<file path="src/hw/dsbc_pkg.sv">
// package for the dram space and burst configuration block
package dsbc_pkg;

    ////////////////////////////////////////////////////////////////////////
    // register map (byte addresses on the avalon slave)
    localparam int         ADDR_W          = 4;
    localparam logic [3:0] OFF_CONTROL     = 4'h0;
    localparam logic [3:0] OFF_STATUS      = 4'h4;
    localparam int         CTRL_W          = 16;
    localparam logic [15:0] CTRL_RESET     = 16'h0000;

    // control field positions
    localparam int SEL_LSB     = 8;
    localparam int SEL_MSB     = 10;
    localparam int BURST_BIT   = 7;
    localparam int HOLD_BIT    = 6;
    localparam int DMA_OPT_BIT = 5;

    // status field positions
    localparam int ST_HELD_BIT   = 0;
    localparam int ST_LOW_BIT    = 1;
    localparam int ST_AREA_LSB   = 4;
    localparam int ST_CDRAM_BIT  = 8;
    localparam int ST_CSDRAM_BIT = 9;
    localparam int ST_MODE_BIT   = 10;

    ////////////////////////////////////////////////////////////////////////
    // space-select encodings
    localparam logic [2:0] SEL_NORMAL     = 3'h0;
    localparam logic [2:0] SEL_AREA2      = 3'h1;
    localparam logic [2:0] SEL_AREA23     = 3'h2;
    localparam logic [2:0] SEL_AREA2TO5   = 3'h3;
    localparam logic [2:0] SEL_CONT_SDRAM = 3'h4;
    localparam logic [2:0] SEL_SDRAM_MODE = 3'h5;
    localparam logic [2:0] SEL_PROHIBITED = 3'h6;
    localparam logic [2:0] SEL_CONT_DRAM  = 3'h7;

    // first external area that can hold dram
    localparam logic [2:0] FIRST_AREA = 3'h2;
    localparam int         NUM_AREAS  = 4;

    ////////////////////////////////////////////////////////////////////////
    // decoded space configuration
    typedef struct packed {
        logic [3:0] dram_area;   // bit n: area n+2 is dram-type space
        logic       cont_dram;
        logic       cont_sdram;
        logic       mode_set;
    } dsbc_space_t;

    // one external access as seen by the bus state machine
    typedef struct packed {
        logic       start;       // first cycle of an external access
        logic       done;        // last cycle of that access
        logic [2:0] area;        // external area number
        logic       dma_single;  // single-address dma transfer
        logic       internal;    // internal register access
    } dsbc_access_t;

endpackage

</file>
<file path="src/hw/dsbc_space_decode.sv">
// space-select decoder: maps the three-bit select onto areas 2 to 5
`timescale 1ns/1ps
module dsbc_space_decode #(
    parameter bit SDRAM_SUPPORT = 1'b1
) (
    input  wire logic [2:0]          i_sel,    // space-select field
    output dsbc_pkg::dsbc_space_t    o_space   // decoded space layout
);
    import dsbc_pkg::*;

    ////////////////////////////////////////////////////////////////////////
    // pure decode; the prohibited code reads back but maps to normal space
    always_comb begin
        o_space = '0;
        case (i_sel)
            SEL_NORMAL: begin
                o_space.dram_area = 4'h0;
            end
            SEL_AREA2: begin
                o_space.dram_area = 4'h1;
            end
            SEL_AREA23: begin
                o_space.dram_area = 4'h3;
            end
            SEL_AREA2TO5: begin
                o_space.dram_area = 4'hf;
            end
            SEL_CONT_SDRAM: begin
                // parts without sdram support fall back to normal space
                if (SDRAM_SUPPORT) begin
                    o_space.dram_area  = 4'hf;
                    o_space.cont_sdram = 1'b1;
                end
            end
            SEL_SDRAM_MODE: begin
                // mode-register setting: no data access is burst-able
                if (SDRAM_SUPPORT) begin
                    o_space.mode_set = 1'b1;
                end
            end
            SEL_PROHIBITED: begin
                o_space.dram_area = 4'h0;
            end
            SEL_CONT_DRAM: begin
                o_space.dram_area = 4'hf;
                o_space.cont_dram = 1'b1;
            end
            default: begin
                o_space = '0;
            end
        endcase
    end

endmodule

</file>
<file path="src/hw/dsbc_top.sv">
// dram space and burst configuration: register, row-strobe hold, burst grant
`timescale 1ns/1ps
module dsbc_top #(
    parameter bit SDRAM_SUPPORT = 1'b1
) (
    input  wire logic                        i_sys_clk,          // 100 mhz clock
    input  wire logic                        i_rst_b,            // async reset, low
    // avalon-mm slave
    input  wire logic [dsbc_pkg::ADDR_W-1:0] i_avs_address,      // byte address
    input  wire logic                        i_avs_read,         // read request
    input  wire logic                        i_avs_write,        // write request
    input  wire logic [31:0]                 i_avs_writedata,    // write data
    input  wire logic [3:0]                  i_avs_byteenable,   // byte lanes
    output logic [31:0]                      o_avs_readdata,     // read data
    output logic                             o_avs_waitrequest,  // stall
    // external access in progress, from the bus state machine
    input  dsbc_pkg::dsbc_access_t           i_access,           // access info
    // decisions towards the external bus logic
    output dsbc_pkg::dsbc_space_t            o_space,            // area layout
    output logic                             o_access_dram,      // access is dram
    output logic                             o_burst_ok,         // burst allowed
    output logic                             o_row_strobe_b,     // row strobe, low
    output logic                             o_row_held          // strobe held low
);
    import dsbc_pkg::*;

    ////////////////////////////////////////////////////////////////////////
    // elaboration check
    generate
        if (SDRAM_SUPPORT !== 1'b0 && SDRAM_SUPPORT !== 1'b1) begin : g_bad_param
            $error("dsbc_top: SDRAM_SUPPORT must be 0 or 1");
        end
    endgenerate

    ////////////////////////////////////////////////////////////////////////
    // declarations
    typedef enum logic [1:0] {
        RS_IDLE,
        RS_ACTIVE,
        RS_HELD
    } dsbc_row_state_t;

    // register bus side
    logic [CTRL_W-1:0] ctrl_reg;
    logic [CTRL_W-1:0] ctrl_next;
    logic              ack_reg;
    logic [31:0]       rdata_reg;
    logic [31:0]       rdata_next;
    logic              req;
    logic              wr_fire;
    logic              sel_ctrl;
    logic              sel_status;

    // config views
    dsbc_space_t       space;
    logic              burst_en;
    logic              hold_low;
    logic              dma_opt;

    // decisions
    logic              down_eff;
    logic              hit_dram;
    logic              grant;

    // row strobe
    dsbc_row_state_t   row_reg;
    dsbc_row_state_t   row_next;
    logic              strobe_b_reg;
    logic              held_reg;

    // access flags
    logic              dram_acc_reg;
    logic              burst_reg;
    logic [31:0]       status_word;

    ////////////////////////////////////////////////////////////////////////
    // helpers

    // true when the access targets an area marked as dram-type space
    function automatic logic area_is_dram(input dsbc_space_t sp,
                                          input logic [2:0]  area);
        logic [2:0] idx;
        idx = area - FIRST_AREA;

        if (area < FIRST_AREA || area > FIRST_AREA + 3'(NUM_AREAS - 1)) begin
            return 1'b0;
        end
        return sp.dram_area[idx[1:0]];
    endfunction

    // merge a 16-bit register with write data under two byte lanes
    function automatic logic [15:0] lane_merge(input logic [15:0] old,
                                               input logic [31:0] wd,
                                               input logic [3:0]  be);
        logic [15:0] res;
        res = old;

        if (be[0]) begin
            res[7:0] = wd[7:0];
        end
        if (be[1]) begin
            res[15:8] = wd[15:8];
        end
        return res;
    endfunction

    ////////////////////////////////////////////////////////////////////////
    // avalon slave handshake
    // one wait cycle per request: the read word is latched in the first
    // cycle so it is stable at the edge where waitrequest is seen low
    assign req               = i_avs_read | i_avs_write;
    assign o_avs_waitrequest = req & ~ack_reg;
    assign wr_fire           = i_avs_write & ack_reg;
    assign sel_ctrl          = (i_avs_address == OFF_CONTROL);
    assign sel_status        = (i_avs_address == OFF_STATUS);

    // acknowledge toggles high for exactly one cycle per request
    always_ff @(posedge i_sys_clk or negedge i_rst_b) begin
        if (!i_rst_b) begin
            ack_reg <= 1'b0;
        end else begin
            ack_reg <= req & ~ack_reg;
        end
    end

    ////////////////////////////////////////////////////////////////////////
    // control register
    // every bit is stored as written, the prohibited select code included;
    // the decoder rather than the register keeps it harmless
    always_comb begin
        ctrl_next = ctrl_reg;
        if (wr_fire && sel_ctrl) begin
            ctrl_next = lane_merge(ctrl_reg, i_avs_writedata, i_avs_byteenable);
        end
    end

    always_ff @(posedge i_sys_clk or negedge i_rst_b) begin
        if (!i_rst_b) begin
            ctrl_reg <= CTRL_RESET;
        end else begin
            ctrl_reg <= ctrl_next;
        end
    end

    // field views
    assign burst_en = ctrl_reg[BURST_BIT];
    assign hold_low = ctrl_reg[HOLD_BIT];
    assign dma_opt  = ctrl_reg[DMA_OPT_BIT];

    ////////////////////////////////////////////////////////////////////////
    // space decode
    dsbc_space_decode #(
        .SDRAM_SUPPORT (SDRAM_SUPPORT)
    ) u_decode (
        .i_sel   (ctrl_reg[SEL_MSB:SEL_LSB]),
        .o_space (space)
    );

    assign o_space = space;

    ////////////////////////////////////////////////////////////////////////
    // effective hold-low mode
    // hold only counts with bursts on, and never in continuous sdram space
    // clearing either bit while held must lift the strobe the next edge
    assign down_eff = burst_en & hold_low & ~space.cont_sdram;

    // access start that lands in dram-type space
    assign hit_dram = i_access.start & area_is_dram(space, i_access.area);

    ////////////////////////////////////////////////////////////////////////
    // burst grant
    // the dma option only narrows single-address dma; dual-address and other masters
    // see burst enable alone, so the option cannot leak into them
    always_comb begin
        grant = 1'b0;
        if (burst_en && !space.mode_set) begin
            if (i_access.dma_single) begin
                grant = dma_opt;
            end else begin
                grant = 1'b1;
            end
        end
    end

    // burst and dram flags are latched at access start and held to the end
    always_ff @(posedge i_sys_clk or negedge i_rst_b) begin
        if (!i_rst_b) begin
            dram_acc_reg <= 1'b0;
            burst_reg    <= 1'b0;
        end else if (i_access.start) begin
            dram_acc_reg <= hit_dram;
            burst_reg    <= hit_dram & grant;
        end else if (i_access.done) begin
            dram_acc_reg <= 1'b0;
            burst_reg    <= 1'b0;
        end
    end

    assign o_access_dram = dram_acc_reg;
    assign o_burst_ok    = burst_reg;

    ////////////////////////////////////////////////////////////////////////
    // row strobe state machine
    // active: a dram access owns the strobe; held: strobe parked low while
    // a normal or internal access runs, waiting for the next dram access
    always_comb begin
        row_next = row_reg;
        case (row_reg)
            RS_IDLE: begin
                if (hit_dram) begin
                    row_next = RS_ACTIVE;
                end
            end

            RS_ACTIVE: begin
                if (i_access.done) begin
                    if (down_eff) begin
                        row_next = RS_HELD;
                    end else begin
                        row_next = RS_IDLE;
                    end
                end
            end

            RS_HELD: begin
                if (!down_eff) begin
                    // hold-low or burst cleared: lift the strobe at once
                    row_next = RS_IDLE;
                end else if (hit_dram) begin
                    row_next = RS_ACTIVE;
                end
            end

            default: begin
                row_next = RS_IDLE;
            end
        endcase
    end

    always_ff @(posedge i_sys_clk or negedge i_rst_b) begin
        if (!i_rst_b) begin
            row_reg <= RS_IDLE;
        end else begin
            row_reg <= row_next;
        end
    end

    // strobe pins come from flops so they never glitch between states
    always_ff @(posedge i_sys_clk or negedge i_rst_b) begin
        if (!i_rst_b) begin
            strobe_b_reg <= 1'b1;
            held_reg     <= 1'b0;
        end else begin
            strobe_b_reg <= (row_next == RS_IDLE);
            held_reg     <= (row_next == RS_HELD);
        end
    end

    assign o_row_strobe_b = strobe_b_reg;
    assign o_row_held     = held_reg;

    ////////////////////////////////////////////////////////////////////////
    // status word: live view of the decoded layout and the strobe
    always_comb begin
        status_word                                  = '0;
        status_word[ST_HELD_BIT]                     = held_reg;
        status_word[ST_LOW_BIT]                      = ~strobe_b_reg;
        status_word[ST_AREA_LSB+NUM_AREAS-1:ST_AREA_LSB] = space.dram_area;
        status_word[ST_CDRAM_BIT]                    = space.cont_dram;
        status_word[ST_CSDRAM_BIT]                   = space.cont_sdram;
        status_word[ST_MODE_BIT]                     = space.mode_set;
    end

    ////////////////////////////////////////////////////////////////////////
    // read data
    // unmapped offsets read as zero; writes to them are dropped
    always_comb begin
        rdata_next = rdata_reg;
        if (i_avs_read && !ack_reg) begin
            if (sel_ctrl) begin
                rdata_next = {16'h0000, ctrl_reg};
            end else if (sel_status) begin
                rdata_next = status_word;
            end else begin
                rdata_next = 32'h0000_0000;
            end
        end
    end

    always_ff @(posedge i_sys_clk or negedge i_rst_b) begin
        if (!i_rst_b) begin
            rdata_reg <= 32'h0000_0000;
        end else begin
            rdata_reg <= rdata_next;
        end
    end

    assign o_avs_readdata = rdata_reg;

    // edo output-enable wiring is a board concern; nothing here drives it
    // so burst grants assume the system wired it when edo parts are fitted

endmodule

</file>
<file path="config.mk">
export PLATFORM = sky130hd
export DESIGN_NAME = dsbc_top
export DESIGN_NICKNAME = d
export VERILOG_FILES = /design/src/hw/dsbc_pkg.sv /design/src/hw/dsbc_space_decode.sv /design/src/hw/dsbc_top.sv
export SDC_FILE = /design/constraint.sdc
export NUM_CORES = 1
export LEC_CHECK = 0
export BUFFER_PORTS_ARGS = -buffer_cell sky130_fd_sc_hd__buf_2
export CAP_MARGIN = 0
export CORE_MARGIN = 2
export CORE_UTILIZATION = 49
export CTS_CLUSTER_SIZE = 16
export DETAILED_ROUTE_END_ITERATION = 16
export GPL_TIMING_DRIVEN = 1
export PLACE_DENSITY = 0.83
export SLEW_MARGIN = 20
export SYNTH_ARGS = -nofsm -noshare
export SYNTH_HDL_FRONTEND = slang
export SYNTH_HIERARCHICAL = 1
export SYNTH_SLANG_ARGS = --single-unit
</file>
<file path="constraint.sdc">
create_clock -name i_sys_clk -period 3.7 [get_ports i_sys_clk]
set_input_delay 0.37 -clock i_sys_clk [delete_from_list [all_inputs] [get_ports i_sys_clk]]
set_output_delay 0.37 -clock i_sys_clk [all_outputs]
set_load 0.1 [all_outputs]
</file>
* Word level (Yosys, flattened, before mapping)
Cells that the tools add are included.
** Storage, ports and cells
- Output and inout port bits :: 44
- Logic and storage cells :: 67
- Input bits :: 51
- Register bits :: 55
** Operators by class
- Mux-type cells :: 21
- Bitwise operators :: 10
- Reductions and logical operators :: 13
- $lt $le $gt $ge :: 3
- $add $sub $neg :: 1
- Eq/ne operators :: 10
** Operator list (number)
- 2-to-1 mux 16 bit :: 1
- 2-to-1 mux 1 bit :: 12
- case mux 4 bit (3 select lines) :: 1
- 2-to-1 mux 11 bit :: 1
- == test 3 bit, second input constant :: 3
- 2-to-1 mux 2 bit :: 4
- bitwise AND 1 bit :: 6
- == test 3 x 2 -> 1 bit, second input constant :: 2
- case mux 2 bit (3 select lines) :: 1
- == test 2 bit, second input constant :: 2
- == test 4 x 3 -> 1 bit, second input constant :: 1
- zero test 2 bit :: 2
- zero test 4 bit :: 1
- AND reduction 2 bit :: 2
- == test 3 x 1 -> 1 bit, second input constant :: 1
- greater-than comparator 3 bit, second input constant :: 1
- logical AND 1 bit :: 3
- less-than comparator 2 x 3 -> 1 bit, second input constant :: 1
- less-than comparator 3 x 2 -> 1 bit, second input constant :: 1
- NOT 1 bit :: 3
- OR reduction 3 bit :: 1
- binary-select mux 1 bit (select 2 bit) :: 1
- == test 2 x 1 -> 1 bit, second input constant :: 1
- zero test 1 bit :: 2
- other kinds (4) :: 4

* Logic depth before layout (Yosys ltp)
- Depth after elaboration :: 11
- Depth in mapped cells :: 6
- Gate-level depth less buffers :: 5

* By module
Netlist, hierarchy kept.
** By module, submodules not included
- dsbc_top :: area an instance 1790.5 µm², sequential area each 977.2 µm², cells an instance 134, instances 1
- dsbc_space_decode :: area an instance 85.1 µm², sequential area each 0.0 µm², cells an instance 10, instances 1

* Worst setup path before layout
Ideal clock, no wire load.
- Kind :: reg2reg
- Start :: register ctrl_reg[10]
- End :: register strobe_b_reg, in the netlist o_row_strobe_b
- Period minus slack after synthesis :: 3769 ps
- Slack :: -69 ps
- Setup time :: 101 ps
- Stages on the path, launching flop included :: 7
- Data arrival time :: 3668 ps
- Path buffers :: 1
- Data required time :: 3599 ps
- Cell sequence :: dfrtp_1 > nor3b_2 > a21o_1 > buf_4 > mux2i_1 > o32ai_2 > o311ai_0
** RTL lines
- from (decl) :: RTL line dsbc_top.sv:44 : logic [CTRL_W-1:0] ctrl_reg;
- from (signal assigned) :: RTL line dsbc_top.sv:141 : ctrl_reg <= ctrl_next;
- to (signal assigned) :: RTL line dsbc_top.sv:254 : strobe_b_reg <= (row_next == RS_IDLE);
- to (decl) :: RTL line dsbc_top.sv:68 : logic strobe_b_reg;

==> results.sh <==
export IMPL_status="complete, no violations"
export IMPL_area_growth_pct=20.48
export IMPL_synthMuxAreaShare=0.1127
export IMPL_rr_endpoint="o_avs_readdata[9]"
export IMPL_period_minus_slack_ns=2.168
export IMPL_setup_tns_ns=0
export IMPL_cts_buffers=5
export IMPL_reg2reg_slack_ns=1.80
export IMPL_place_congestion=0.7162
export IMPL_cts_path_max_buffers=2
export IMPL_worstPathArrival_ns=1.80
export IMPL_antenna_left=0
export IMPL_ctsHoldBuffers=0
export IMPL_p_leak_nw=1.220
export IMPL_worstSetupEndpointType="primary output"
export IMPL_layout_drive_gt1_share=0.5000
export IMPL_initial_core_util=0.5123
export IMPL_maxSlewHeadroom=0.4520
export IMPL_dr_first_iter_drc_count=51
export IMPL_coreArea_mm2=0.003661
export IMPL_post_route_period_util=0.5861
export IMPL_antenna_found_initial=0
export IMPL_reg2regPathDepth=3
export IMPL_holdWs_ns=0.1651
export IMPL_hp_class="input pin to asynchronous set/reset pin"
export IMPL_synth_largest_area_cell="dfrtp_1"
export IMPL_synthesis_area_mm2=0.001876
export IMPL_numPortBuffers=59
export IMPL_hpwl_um=2646
export IMPL_clock_latency_ns=0.30
export IMPL_drv_cap=0
export IMPL_p_per_area_mw_per_mm2=589.6
export IMPL_crit_type="register to primary output"
export IMPL_synth_top_family_by_area="compound AO/OA/AOI/OAI gates"
export IMPL_synth_enable_flop_cells=0
export IMPL_vdd_ir_drop_max_uv=297.9
export IMPL_grt_usage=0.1840
export IMPL_synth_distinct_cells=39
export IMPL_ys_warn_count=6
export IMPL_grt_max_degree=40
export IMPL_rsz0062_at_grt="false"
export IMPL_post_cts_buffers=0
export IMPL_synth_area_leaders="dfrtp_1, mux2_2, buf_4, a221o_2, a22o_1"
export IMPL_std_cell_rows=22
export IMPL_routed_via_density=5.095
export IMPL_hold_viol=0
export IMPL_grt_overflow=0
export IMPL_route_detailed_drc=0
export IMPL_start_kind="register"
export IMPL_io_pins=95
export IMPL_die_area_mm2=0.004339
export IMPL_synth_compound_area_frac=0.1354
export IMPL_synthSimpleGateAreaFrac=0.1268
export IMPL_async_flop_share=1.000
export IMPL_path_clk_slew_ns=0.08
export IMPL_syn_area_per_cell_um2=13.02
export IMPL_htree_levels=2
export IMPL_clock_skew_ns=0.01087
export IMPL_dr_pass1_iters=4
export IMPL_synth_commonest_cells="dfrtp_1, buf_4, mux2_2"
export IMPL_wl_um=3639
export IMPL_yosysMostFrequentCell="dfrtp_1"
export IMPL_cts_sinks=39
export IMPL_worstMarginPinSlew_ns=0.8220
export IMPL_synthXorXnorAreaFrac=0.009340
export IMPL_fmax_mhz=461.2
export IMPL_vias=1284
export IMPL_syn_instance_count=144
export IMPL_cts_root_buf="clkbuf_8"
export IMPL_die_height_um=65.87
export IMPL_yosysSeqAreaShare=0.5210
export IMPL_grt_pass1_vias=1274
export IMPL_ys_ff_latch=39
export IMPL_setup_violations=0
export IMPL_drt_wirelength_per_cell_um=14.44
export IMPL_crit_fanout=7
export IMPL_slew_violations=0
export IMPL_worst_ep_required_time_ns=3.33
export IMPL_synth_fa_ha_area_frac=0
export IMPL_ys_flop_type="dfrtp_1"
export IMPL_diodes=0
export IMPL_synthDominantCellAreaShare=0.5070
export IMPL_grt_pass1_wl_um=5947
export IMPL_cts_resized=0
export IMPL_cts_tree="done"
export IMPL_nNetsFinal=254
export IMPL_dieWidth_um=65.87
export IMPL_r2r_start="ack_reg"
## logic make-up after synthesis
| logic type | count (synthesis) |
|---|---|
| compound gates | 27 |
| mux | 19 |
| other cells | 1 |
| xor+xnor | 2 |
| buf+inv | 24 |
| flops | 39 |
| simple gates | 32 |
## stage by stage
| stage | power (W) | worst slack [ns] | cells | util | instance area [um2] |
|---|---|---|---|---|---|
| after floorplan | 0.0008762 | 0.3252 | 159 | - | 1938 |
| after global placement | 0.0009226 | 1.804 | 244 | 0.5810 | 2127 |
| after detailed placement | 0.0009297 | 1.801 | 244 | 0.5810 | 2127 |
| after CTS | 0.001342 | 1.529 | 252 | 0.6172 | 2260 |
| after global routing | 0.001392 | 1.461 | 252 | 0.6172 | 2260 |
| final | 0.001332 | 1.532 | 252 | 0.6172 | 2260 |
## how the worst max path moves through the flow
stage | startpoint | end | slack (ns) | cells after the start
after CTS | ctrl_reg[10] | o_space[5] | 1.53 | 3
after global routing | ctrl_reg[10] | o_space[5] | 1.46 | 3
after floorplan | ctrl_reg[10] | o_row_strobe_b | 0.33 | 6
final | ctrl_reg[10] | o_space[5] | 1.53 | 3
after global placement | ack_reg | o_avs_readdata[10] | 1.80 | 3
after detailed placement | i_avs_read | o_avs_readdata[6] | 1.80 | 4
## critical path, cell delays in order (launching register included)
cell     delay [ns]
dfrtp_1        0.50
nor3b_4        0.33
a21o_1         0.22
buf_2          0.46
## metal layers
layer  global-route usage  vias up  part of all wire
li1                     -      613                 -
met3              0.04429       10             0.058
met1               0.2286      613              0.41
met4              0.07292        0             0.018
met5                    0        -                 0
met2               0.3081       48              0.51
## where the power goes
part,switching (W),internal (W),total [W],leakage [nW]
sequential,0.0000410,0.000472,0.000513,0.528
combinational,0.000325,0.0000832,0.000408,0.626
clock,0.000142,0.000269,0.000412,0.0654
## cell type report
type | count | area, um2
fill | 302 | 1401
sequential | 39 | 977.2
multi-input combinational | 96 | 787.0
timing repair buffer | 59 | 295.3
clock buffer | 6 | 72.57
clock inverter | 2 | 60.06
tap | 48 | 60.06
inverter | 2 | 7.507
## cell usage in the layout, fill, tap and decap left out, drive strengths merged, types with 3 or more instances in the layout
cell / count
a22o: 8
nand2: 3
and2: 9
nor2: 4
a221o: 9
buf: 59
nand3: 3
dfrtp: 38
conb: 16
nor3b: 3
mux2: 17
clkbuf: 6
(Power assumes the default switching activity.)
